File: config.mk
export PLATFORM = sky130hd
export DESIGN_NAME = nsov_trip
export DESIGN_NICKNAME = d
export VERILOG_FILES = /design/src/rtl/nsov_pkg.sv /design/src/rtl/nsov_trip.sv
export VERILOG_INCLUDE_DIRS = /design/src /design/src/rtl
export SDC_FILE = /design/constraint.sdc
export NUM_CORES = 1
export LEC_CHECK = 0
export BUFFER_PORTS_ARGS = -buffer_cell sky130_fd_sc_hd__buf_2
export CORE_ASPECT_RATIO = 0.6
export CORE_MARGIN = 4
export CORE_UTILIZATION = 40
export CTS_CLUSTER_DIAMETER = 30
export DETAILED_ROUTE_END_ITERATION = 8
export GPL_TIMING_DRIVEN = 0
export SLEW_MARGIN = 20
export SYNTH_ARGS = -nofsm -noshare
export SYNTH_HDL_FRONTEND = slang
export SYNTH_SLANG_ARGS = --single-unit
File: constraint.sdc
create_clock -name clk_i -period 2.7 [get_ports clk_i]
set_input_delay 0.135 -clock clk_i [delete_from_list [all_inputs] [get_ports clk_i]]
set_output_delay 0.135 -clock clk_i [all_outputs]
set_load 0.02 [all_outputs]
File: src/rtl/nsov_defs.svh
// Purpose: constants of the negative-sequence overvoltage trip block
// Assumes: 125 MHz clock, Avalon-MM word addressing in bytes
// Notes:   offsets are byte addresses of 32-bit words
`ifndef NSOV_DEFS_SVH
`define NSOV_DEFS_SVH
// ----------------------------------------------------------------
// register offsets
// ----------------------------------------------------------------
`define NSOV_OFF_CTRL     8'h00
`define NSOV_OFF_VSET     8'h04
`define NSOV_OFF_DELAY    8'h08
`define NSOV_OFF_STATUS   8'h0C
`define NSOV_OFF_IRQ_STAT 8'h10
`define NSOV_OFF_IRQ_EN   8'h14
`define NSOV_OFF_IRQ_CLR  8'h18
`define NSOV_OFF_COUNT    8'h1C
// ----------------------------------------------------------------
// field positions
// ----------------------------------------------------------------
`define NSOV_CTRL_OPER_BIT   0
`define NSOV_CTRL_SONLY_BIT  1
`define NSOV_ST_START_BIT    0
`define NSOV_ST_TRIP_BIT     1
`define NSOV_ST_GST_BIT      2
`define NSOV_ST_GTR_BIT      3
`define NSOV_ST_BLK_BIT      4
// ----------------------------------------------------------------
// reset values and limits
// ----------------------------------------------------------------
`define NSOV_VSET_RST     8'h1E
`define NSOV_VSET_MIN     8'h02
`define NSOV_VSET_MAX     8'h28
`define NSOV_DELAY_RST    16'h0064
`define NSOV_DELAY_MIN    16'h0032
`define NSOV_DELAY_MAX    16'hEA60
`define NSOV_CTRL_RST     2'h1
// ----------------------------------------------------------------
// timing
// ----------------------------------------------------------------
`define NSOV_CLK_HZ       125000000
`define NSOV_MS_PER_S     1000
`define NSOV_CYC_PER_MS   (`NSOV_CLK_HZ / `NSOV_MS_PER_S)
`endif

File: src/rtl/nsov_pkg.sv
// Purpose: types of the negative-sequence overvoltage trip block
// Assumes: nothing beyond the defs header
// Notes:   bus signals travel as packed structs
package nsov_pkg;
	// ----------------------------------------------------------------
	// bus carriers
	// ----------------------------------------------------------------
	typedef struct packed {
		logic [7:0]  address;
		logic        read;
		logic        write;
		logic [31:0] writedata;
		logic [3:0]  byteenable;
	} nsov_avm_req_t;

	typedef struct packed {
		logic [31:0] readdata;
		logic        waitrequest;
	} nsov_avm_rsp_t;

	// ----------------------------------------------------------------
	// decision states
	// ----------------------------------------------------------------
	typedef enum logic [1:0] {
		NSOV_IDLE,
		NSOV_TIMING,
		NSOV_TRIPPED
	} nsov_state_t;
endpackage

File: src/rtl/nsov_trip.sv
// Purpose: definite-time negative-sequence overvoltage start and trip decision
// Assumes: upstream stage supplies negseq voltage in percent with a sample strobe
// Notes:   registers on Avalon-MM, one wait cycle per access
//          block input is a pin and passes two flops; voltage is same-clock
//          out-of-range settings are clamped into range, never refused
//          one millisecond is CYCLES_PER_MS clock cycles
//
// Decided for this implementation: register access over Avalon-MM and the placing of the registers.
`timescale 1ns/100ps
`include "nsov_defs.svh"

module nsov_trip #(
	parameter int VOLT_W        = 8,                  // width of voltage input, percent
	parameter int CYCLES_PER_MS = `NSOV_CYC_PER_MS    // clock cycles per millisecond
) (
	input  wire logic                  clk_i,        // 125 MHz clock
	input  wire logic                  arst_n_i,     // async reset, active low
	input  wire logic [VOLT_W-1:0]     negseq_volt_i,// negseq voltage, percent of nominal
	input  wire logic                  volt_valid_i, // new voltage sample strobe
	input  wire logic                  block_input_i,// user blocking, from pin
	input  wire nsov_pkg::nsov_avm_req_t avm_req_i,  // avalon request
	output      nsov_pkg::nsov_avm_rsp_t avm_rsp_o,  // avalon answer
	output logic                       general_start_out_o, // general start
	output logic                       general_trip_out_o,  // general trip
	output logic                       irq_o         // level interrupt
);
	import nsov_pkg::*;

	// ----------------------------------------------------------------
	// elaboration checks
	// ----------------------------------------------------------------
	if (VOLT_W < 6 || VOLT_W > 16) begin : g_bad_w
		$error("VOLT_W must lie in 6..16");
	end
	if (CYCLES_PER_MS < 1 || CYCLES_PER_MS > 1000000) begin : g_bad_ms
		$error("CYCLES_PER_MS out of range");
	end
	// reset values must lie inside the settable ranges
	if (`NSOV_VSET_RST < `NSOV_VSET_MIN || `NSOV_VSET_RST > `NSOV_VSET_MAX) begin : g_vrst
		$error("start voltage reset value out of range");
	end
	if (`NSOV_DELAY_RST < `NSOV_DELAY_MIN ||
	    `NSOV_DELAY_RST > `NSOV_DELAY_MAX) begin : g_drst
		$error("trip delay reset value out of range");
	end

	localparam int MSC_W = $clog2(CYCLES_PER_MS + 1);

	// clamp a written value into [lo,hi]
	function automatic logic [15:0] clamp16(input logic [15:0] v,
	                                        input logic [15:0] lo,
	                                        input logic [15:0] hi);
		if (v < lo)
			return lo;
		else if (v > hi)
			return hi;
		return v;
	endfunction

	// register select, shared by the write strobes and the read mux
	function automatic logic sel(input logic [7:0] a,
	                             input logic [7:0] off);
		return a == off;
	endfunction

	// ----------------------------------------------------------------
	// pin synchronisers
	// ----------------------------------------------------------------
	logic blk_meta_reg;
	logic blk_sync_reg;

	// two flops on block input; only the second is read, so a
	// metastable first stage never reaches the decision logic
	always_ff @(posedge clk_i or negedge arst_n_i) begin
		if (!arst_n_i) begin
			blk_meta_reg <= 1'b0;
			blk_sync_reg <= 1'b0;
		end else begin
			blk_meta_reg <= block_input_i;
			blk_sync_reg <= blk_meta_reg;
		end
	end

	// ----------------------------------------------------------------
	// register file
	// ----------------------------------------------------------------
	logic [1:0]  ctrl_reg;
	logic [7:0]  vset_reg;
	logic [15:0] delay_reg;
	logic [1:0]  irq_stat_reg;
	logic [1:0]  irq_en_reg;
	logic        wait_reg;
	logic [31:0] rdata_reg;
	logic [VOLT_W-1:0] volt_reg;
	nsov_state_t state_reg;
	logic [15:0] ms_cnt_reg;
	logic [MSC_W-1:0] cyc_cnt_reg;
	logic        gst_reg;
	logic        gtr_reg;
	logic        irq_reg;

	// access strobes, taken at the edge where waitrequest is low
	wire         wr_stb    = avm_req_i.write & ~wait_reg;
	wire         wr_lo     = avm_req_i.byteenable[0];
	wire         wr_hi     = avm_req_i.byteenable[1];
	wire [7:0]   adr       = avm_req_i.address;
	wire [31:0]  wd        = avm_req_i.writedata;

	// per-register write enables; unmapped offsets write nothing
	wire         wr_ctrl   = wr_stb & wr_lo & sel(adr, `NSOV_OFF_CTRL);
	wire         wr_vset   = wr_stb & wr_lo & sel(adr, `NSOV_OFF_VSET);
	wire         wr_delay  = wr_stb & (wr_lo | wr_hi) & sel(adr, `NSOV_OFF_DELAY);
	wire         wr_irq_en = wr_stb & wr_lo & sel(adr, `NSOV_OFF_IRQ_EN);
	wire         wr_clr    = wr_stb & wr_lo & sel(adr, `NSOV_OFF_IRQ_CLR);

	wire [15:0]  delay_wd  = {wr_hi ? wd[15:8] : delay_reg[15:8],
	                          wr_lo ? wd[7:0]  : delay_reg[7:0]};
	wire [15:0]  vset_cl   = clamp16({8'h00, wd[7:0]},
	                                 {8'h00, `NSOV_VSET_MIN}, {8'h00, `NSOV_VSET_MAX});
	wire [15:0]  delay_cl  = clamp16(delay_wd, `NSOV_DELAY_MIN, `NSOV_DELAY_MAX);

	// ----------------------------------------------------------------
	// decision core
	// ----------------------------------------------------------------
	// operation bit and synced block input each force the function off
	wire         oper_on   = ctrl_reg[`NSOV_CTRL_OPER_BIT];
	wire         start_only = ctrl_reg[`NSOV_CTRL_SONLY_BIT];
	wire         disabled  = blk_sync_reg | ~oper_on;
	// strict compare: a voltage equal to the setting does not start
	wire         above     = ({{(16-VOLT_W){1'b0}}, volt_reg}
	                          > {8'h00, vset_reg});
	wire         ms_tick   = (cyc_cnt_reg == MSC_W'(CYCLES_PER_MS - 1));
	wire         delay_hit = (ms_cnt_reg >= delay_reg);
	wire         int_start = above & ~disabled;
	wire         int_trip  = (state_reg == NSOV_TRIPPED);
	wire         gst_next  = int_start;
	wire         gtr_next  = int_trip & int_start & ~start_only;
	wire         rise_st   = gst_next & ~gst_reg;
	wire         rise_tr   = gtr_next & ~gtr_reg;

	// status word read by software
	wire [31:0]  status_w  = {27'h0, blk_sync_reg, gtr_reg, gst_reg,
	                          int_trip, int_start};
	wire [31:0]  rd_mux    =
		sel(adr, `NSOV_OFF_CTRL)     ? {30'h0, ctrl_reg} :
		sel(adr, `NSOV_OFF_VSET)     ? {24'h0, vset_reg} :
		sel(adr, `NSOV_OFF_DELAY)    ? {16'h0, delay_reg} :
		sel(adr, `NSOV_OFF_STATUS)   ? status_w :
		sel(adr, `NSOV_OFF_IRQ_STAT) ? {30'h0, irq_stat_reg} :
		sel(adr, `NSOV_OFF_IRQ_EN)   ? {30'h0, irq_en_reg} :
		sel(adr, `NSOV_OFF_COUNT)    ? {16'h0, ms_cnt_reg} :
		                              32'h0;

	// voltage sample hold; the value stands between strobes, so a
	// slow upstream stage may strobe once per evaluation tick
	always_ff @(posedge clk_i or negedge arst_n_i) begin
		if (!arst_n_i)
			volt_reg <= '0;
		else if (volt_valid_i)
			volt_reg <= negseq_volt_i;
	end

	// control word: operation enable and start-only flag
	always_ff @(posedge clk_i or negedge arst_n_i) begin
		if (!arst_n_i)
			ctrl_reg <= `NSOV_CTRL_RST;
		else if (wr_ctrl)
			ctrl_reg <= wd[1:0];
	end

	// start voltage, clamped into its settable range
	always_ff @(posedge clk_i or negedge arst_n_i) begin
		if (!arst_n_i)
			vset_reg <= `NSOV_VSET_RST;
		else if (wr_vset)
			vset_reg <= vset_cl[7:0];
	end

	// trip delay in ms, clamped, written byte by byte
	always_ff @(posedge clk_i or negedge arst_n_i) begin
		if (!arst_n_i)
			delay_reg <= `NSOV_DELAY_RST;
		else if (wr_delay)
			delay_reg <= delay_cl;
	end

	// interrupt enables
	always_ff @(posedge clk_i or negedge arst_n_i) begin
		if (!arst_n_i)
			irq_en_reg <= 2'h0;
		else if (wr_irq_en)
			irq_en_reg <= wd[1:0];
	end

	// ----------------------------------------------------------------
	// bus answer
	// ----------------------------------------------------------------
	// one wait cycle: waitrequest drops for one cycle per request,
	// so every access takes two edges and back to back is allowed
	always_ff @(posedge clk_i or negedge arst_n_i) begin
		if (!arst_n_i)
			wait_reg <= 1'b1;
		else
			wait_reg <= ~((avm_req_i.read | avm_req_i.write) & wait_reg);
	end

	// read data stand only while waitrequest is low, zero otherwise
	always_ff @(posedge clk_i or negedge arst_n_i) begin
		if (!arst_n_i)
			rdata_reg <= 32'h0;
		else
			rdata_reg <= (avm_req_i.read & wait_reg) ? rd_mux : 32'h0;
	end

	// millisecond prescaler, runs only while int_start is high
	// held at zero otherwise, so every start times a full first ms
	always_ff @(posedge clk_i or negedge arst_n_i) begin
		if (!arst_n_i)
			cyc_cnt_reg <= '0;
		else if (!int_start || ms_tick)
			cyc_cnt_reg <= '0;
		else
			cyc_cnt_reg <= cyc_cnt_reg + MSC_W'(1);
	end

	// delay timer state machine
	// idle lasts one cycle so each start counts from zero; count freezes once tripped
	always_ff @(posedge clk_i or negedge arst_n_i) begin
		if (!arst_n_i) begin
			state_reg  <= NSOV_IDLE;
			ms_cnt_reg <= 16'h0;
		end else if (!int_start) begin
			state_reg  <= NSOV_IDLE;
			ms_cnt_reg <= 16'h0;
		end else begin
			unique case (state_reg)
				NSOV_IDLE: begin
					state_reg  <= NSOV_TIMING;
					ms_cnt_reg <= 16'h0;
				end
				NSOV_TIMING: begin
					if (delay_hit)
						state_reg <= NSOV_TRIPPED;
					else if (ms_tick)
						ms_cnt_reg <= ms_cnt_reg + 16'h1;
				end
				NSOV_TRIPPED: begin
					state_reg <= NSOV_TRIPPED;
				end
			endcase
		end
	end

	// ----------------------------------------------------------------
	// general outputs
	// ----------------------------------------------------------------
	// start and trip flops drive the pins directly
	always_ff @(posedge clk_i or negedge arst_n_i) begin
		if (!arst_n_i) begin
			gst_reg <= 1'b0;
			gtr_reg <= 1'b0;
		end else begin
			gst_reg <= gst_next;
			gtr_reg <= gtr_next;
		end
	end

	// ----------------------------------------------------------------
	// interrupts
	// ----------------------------------------------------------------
	// sticky status; a rise in the same cycle as its clear wins,
	// so software never loses an event it has not yet read
	always_ff @(posedge clk_i or negedge arst_n_i) begin
		if (!arst_n_i)
			irq_stat_reg <= 2'h0;
		else
			irq_stat_reg <= (irq_stat_reg & ~(wr_clr ? wd[1:0] : 2'h0))
			                | {rise_tr, rise_st};
	end

	// level interrupt, one cycle behind the status it reflects
	always_ff @(posedge clk_i or negedge arst_n_i) begin
		if (!arst_n_i)
			irq_reg <= 1'b0;
		else
			irq_reg <= |(irq_stat_reg & irq_en_reg);
	end

	// ----------------------------------------------------------------
	// output drive
	// ----------------------------------------------------------------
	// every port comes straight from a flop, no logic after it
	assign avm_rsp_o.readdata    = rdata_reg;
	assign avm_rsp_o.waitrequest = wait_reg;
	assign general_start_out_o   = gst_reg;
	assign general_trip_out_o    = gtr_reg;
	assign irq_o                 = irq_reg;
endmodule // nsov_trip

==> flow_summary.json <==
{
  "postCtsSetupRepairBufs": 0,
  "fp.dieArea_sq_mm": 0.0163,
  "synthTopCellsByCount": "86 x dfrtp_1, 48 x nor2_1, 35 x inv_1, 35 x nand2_1, 29 x ha_1",
  "yosysMostFrequentCell": "dfrtp_1",
  "async_flop_share_pct": 100,
  "routed-wl-met2_um": 6290,
  "tightest_slew_ps": 580,
  "post-place-cells": 837,
  "ys_types": 77,
  "synth-simple-area-share_pct": 19.3,
  "synth_compound_area_share_pct": 19.4,
  "design_area_sq_mm": 0.00664,
  "chipHeight_um": 100,
  "rsz0062_at_grt": "no",
  "drcViolationCount": 0,
  "power.density_mw_per_mm2": 462,
  "clk_path_buf_depth": 2,
  "area_growth_pct": 16.8,
  "arrival_ps": 2840,
  "layout.cells.non_filler": 853,
  "ys_seq_elements": 95,
  "antenna_left": 0,
  "dpl_cell_area_sq_mm": 0.00629,
  "die_w_um": 162,
  "antenna_found_initial": 0,
  "peakVddDrop_v": 0.000276,
  "syn_inst": 574,
  "worst_slack_ps": 125,
  "switching_share_pct": 25.0,
  "grt_pass1_wl_um": 25700,
  "synth_top_cell_by_area": "dfrtp_1",
  "num_antenna_cells": 0,
  "layout_min_cycle_time_ps": 2570,
  "worstPathRequired_ps": 2960,
  "clock_skew_ps": 11.1,
  "initial_core_util_pct": 41.2,
  "std_cell_rows": 33,
  "place_hpwl_um": 12100,
  "hold_viol": 0,
  "power_frac_comb_pct": 9.3,
  "relSlewSlack_pct": 61.3,
  "place_congestion": 0.910,
  "pin_count": 94,
  "critPathCaptureType": "flip-flop",
  "syn_area_per_cell_sq_um": 9.91,
  "drv_cap": 0,
  "route.vias.total": 4838,
  "synth_area_sq_mm": 0.00569,
  "top_layer": "met4",
  "crit_type": "reg2reg",
  "cts_made_buffers": 9,
  "hp-class": "in2reg",
  "via_per_inst": 5.67,
  "final_nets": 743,
  "leakagePower_nw": 2.92,
  "wl_met3_um": 1780,
  "outcome": "finished, final reports clean",
  "cts_num_sinks": 95,
  "htreeDepth": 3,
  "seqPwrFrac_pct": 47.7,
  "synth-edff-count": 0,
  "clkSlewWorstSetupHoldPaths_ps": 70,
  "fin_tns_setup_ps": 0,
  "drtPass1Iterations": 5,
  "synth_xor_area_share_pct": 2.31,
  "seq_area_frac_synth_pct": 42.0,
  "period_share_pct": 95.4,
  "pre_cts_slack_ps": -205,
  "synthMuxAreaShare_pct": 4.00,
  "dominantRegCellSynth": "dfrtp_1",
  "overflow": 0,
  "grt_pass1_vias": 4778,
  "final-max-slew-violation-count": 0,
  "p_int_w": 0.00230,
  "wl_per_cell_um": 18.4,
  "core_area_sq_mm": 0.0138,
  "synthAdderAreaFrac_pct": 6.38,
  "crit_path_max_fanout": 10,
  "synth_area_leaders": "dfrtp_1 38%, ha_1 6.4%, dfstp_2 4.2%",
  "setup_viol": 0,
  "cts_root_buffer": "clkbuf_16",
  "cts_tree": "built",
  "clkLatencyLatePin_ps": 350,
  "start_kind": "flip-flop",
  "groute.usage.overall_pct": 19.9,
  "switchingPower_w": 0.000766,
  "io_buffers": 55,
  "largest_register_ffs": 17,
  "power_w": 0.00307,
  "power_frac_clock_pct": 43.0,
  "wl_met1_um": 7470,
  "fmax_mhz": 388,
  "synth_top_family_by_area": "compound AO/OA/AOI/OAI gates",
  "synth.top_cell.area_share_pct": 37.8,
  "synth_warnings": 0,
  "drt_iter0_drc": 469,
  "drive_above_1_share_pct": 23.4,
  "routed_wl_um": 15700,
  "grt_max_degree": 63
}
-- cells by family after synthesis --
kind of cell             Yosys count
XOR/XNOR                          15
multiplexers                      20
adder cells (fa/ha/maj)           29
AO/OA/AOI/OAI                    146
other                              1
flip-flops                        95
AND/OR/NAND/NOR                  194
buffers and inverters             74
-- layer usage --
layer,GRT usage [%],up-vias
li1,-,2264
met1,30.4,2362
met2,27.7,196
met3,6.16,16
met4,4.09,0
met5,0,-
-- worst max-delay path: stages, from the launching register on --
cell and delay [ps]:
dfstp_2 540, inv_1 100, ha_1 320, and3_1 180
o21ai_0 90, a32o_2 350, clkbuf_1 230, nor4_1 370
o221ai_1 170, a21oi_1 150
-- power groups by stage --
| stage | logic, W | registers (W) | clock network (W) |
|---|---|---|---|
| floorplan | 0.000166 | 0.00148 | 0 |
| global placement | 0.000269 | 0.00149 | 0 |
| detailed placement | 0.000282 | 0.00149 | 0 |
| CTS | 0.000286 | 0.00146 | 0.00135 |
| global route | 0.000321 | 0.00147 | 0.00140 |
| finish | 0.000286 | 0.00146 | 0.00132 |
-- path summary, 6_finish.rpt --
check / slack, ps / end / from / cells past startpoint
max in group asynchronous: 1800 / delay_reg[5] / arst_n_i / 3
setup / recovery: 130 / rdata_reg[0] / vset_reg[3] / 9
min in group asynchronous: 240 / cyc_cnt_reg[8] / arst_n_i / 2
hold reg to reg: 350 / blk_sync_reg / blk_meta_reg / 0
hold / removal: 7 / wait_reg / avm_req_i[37] / 2
setup reg to reg: 130 / rdata_reg[0] / vset_reg[3] / 9
-- placed cells by master (no fill, tap or decap), types with 5 or more instances in the layout --
cell type	count
dfrtp_1	86
buf_2	59
nor2_1	48
nand2_1	35
inv_1	34
ha_1	29
a31oi_1	28
o21ai_0	22
nand3_1	17
buf_4	17
a21oi_1	16
conb_1	16
a22oi_1	12
mux2_2	12
a22o_1	12
and3_1	11
clkbuf_1	10
nand4_1	10
or3_1	10
nor3_1	10
xor2_1	10
clkbuf_16	9
dfstp_2	9
mux2i_1	7
o211ai_1	6
a32o_1	6
xnor2_1	5
-- cell type report --
class,count,area [sq um]
fill,1311,7150
clock buffer,10,239
multi-input combinational,420,3010
buffer,36,234
inverter,36,135
sequential,95,2390
timing repair buffer,58,329
clock inverter,6,66.3
tap,192,240
-- timing repair --
item,4_1_cts,5_1_grt
hold buffers,2,0
endpoints found under the setup margin,15,20
pin swaps,0,2
hold endpoints to repair,34,0
gates cloned,0,0
resized for setup,3,5
-- metrics by stage --
stage | util [%] | hold slack (ps)
floorplan | - | -161
global placement | 45.4 | 243
detailed placement | 45.6 | 45.4
CTS | 48.0 | 7.06
global route | 48.2 | 13.8
finish | 48.2 | 6.54
(Power assumes the default switching activity.)
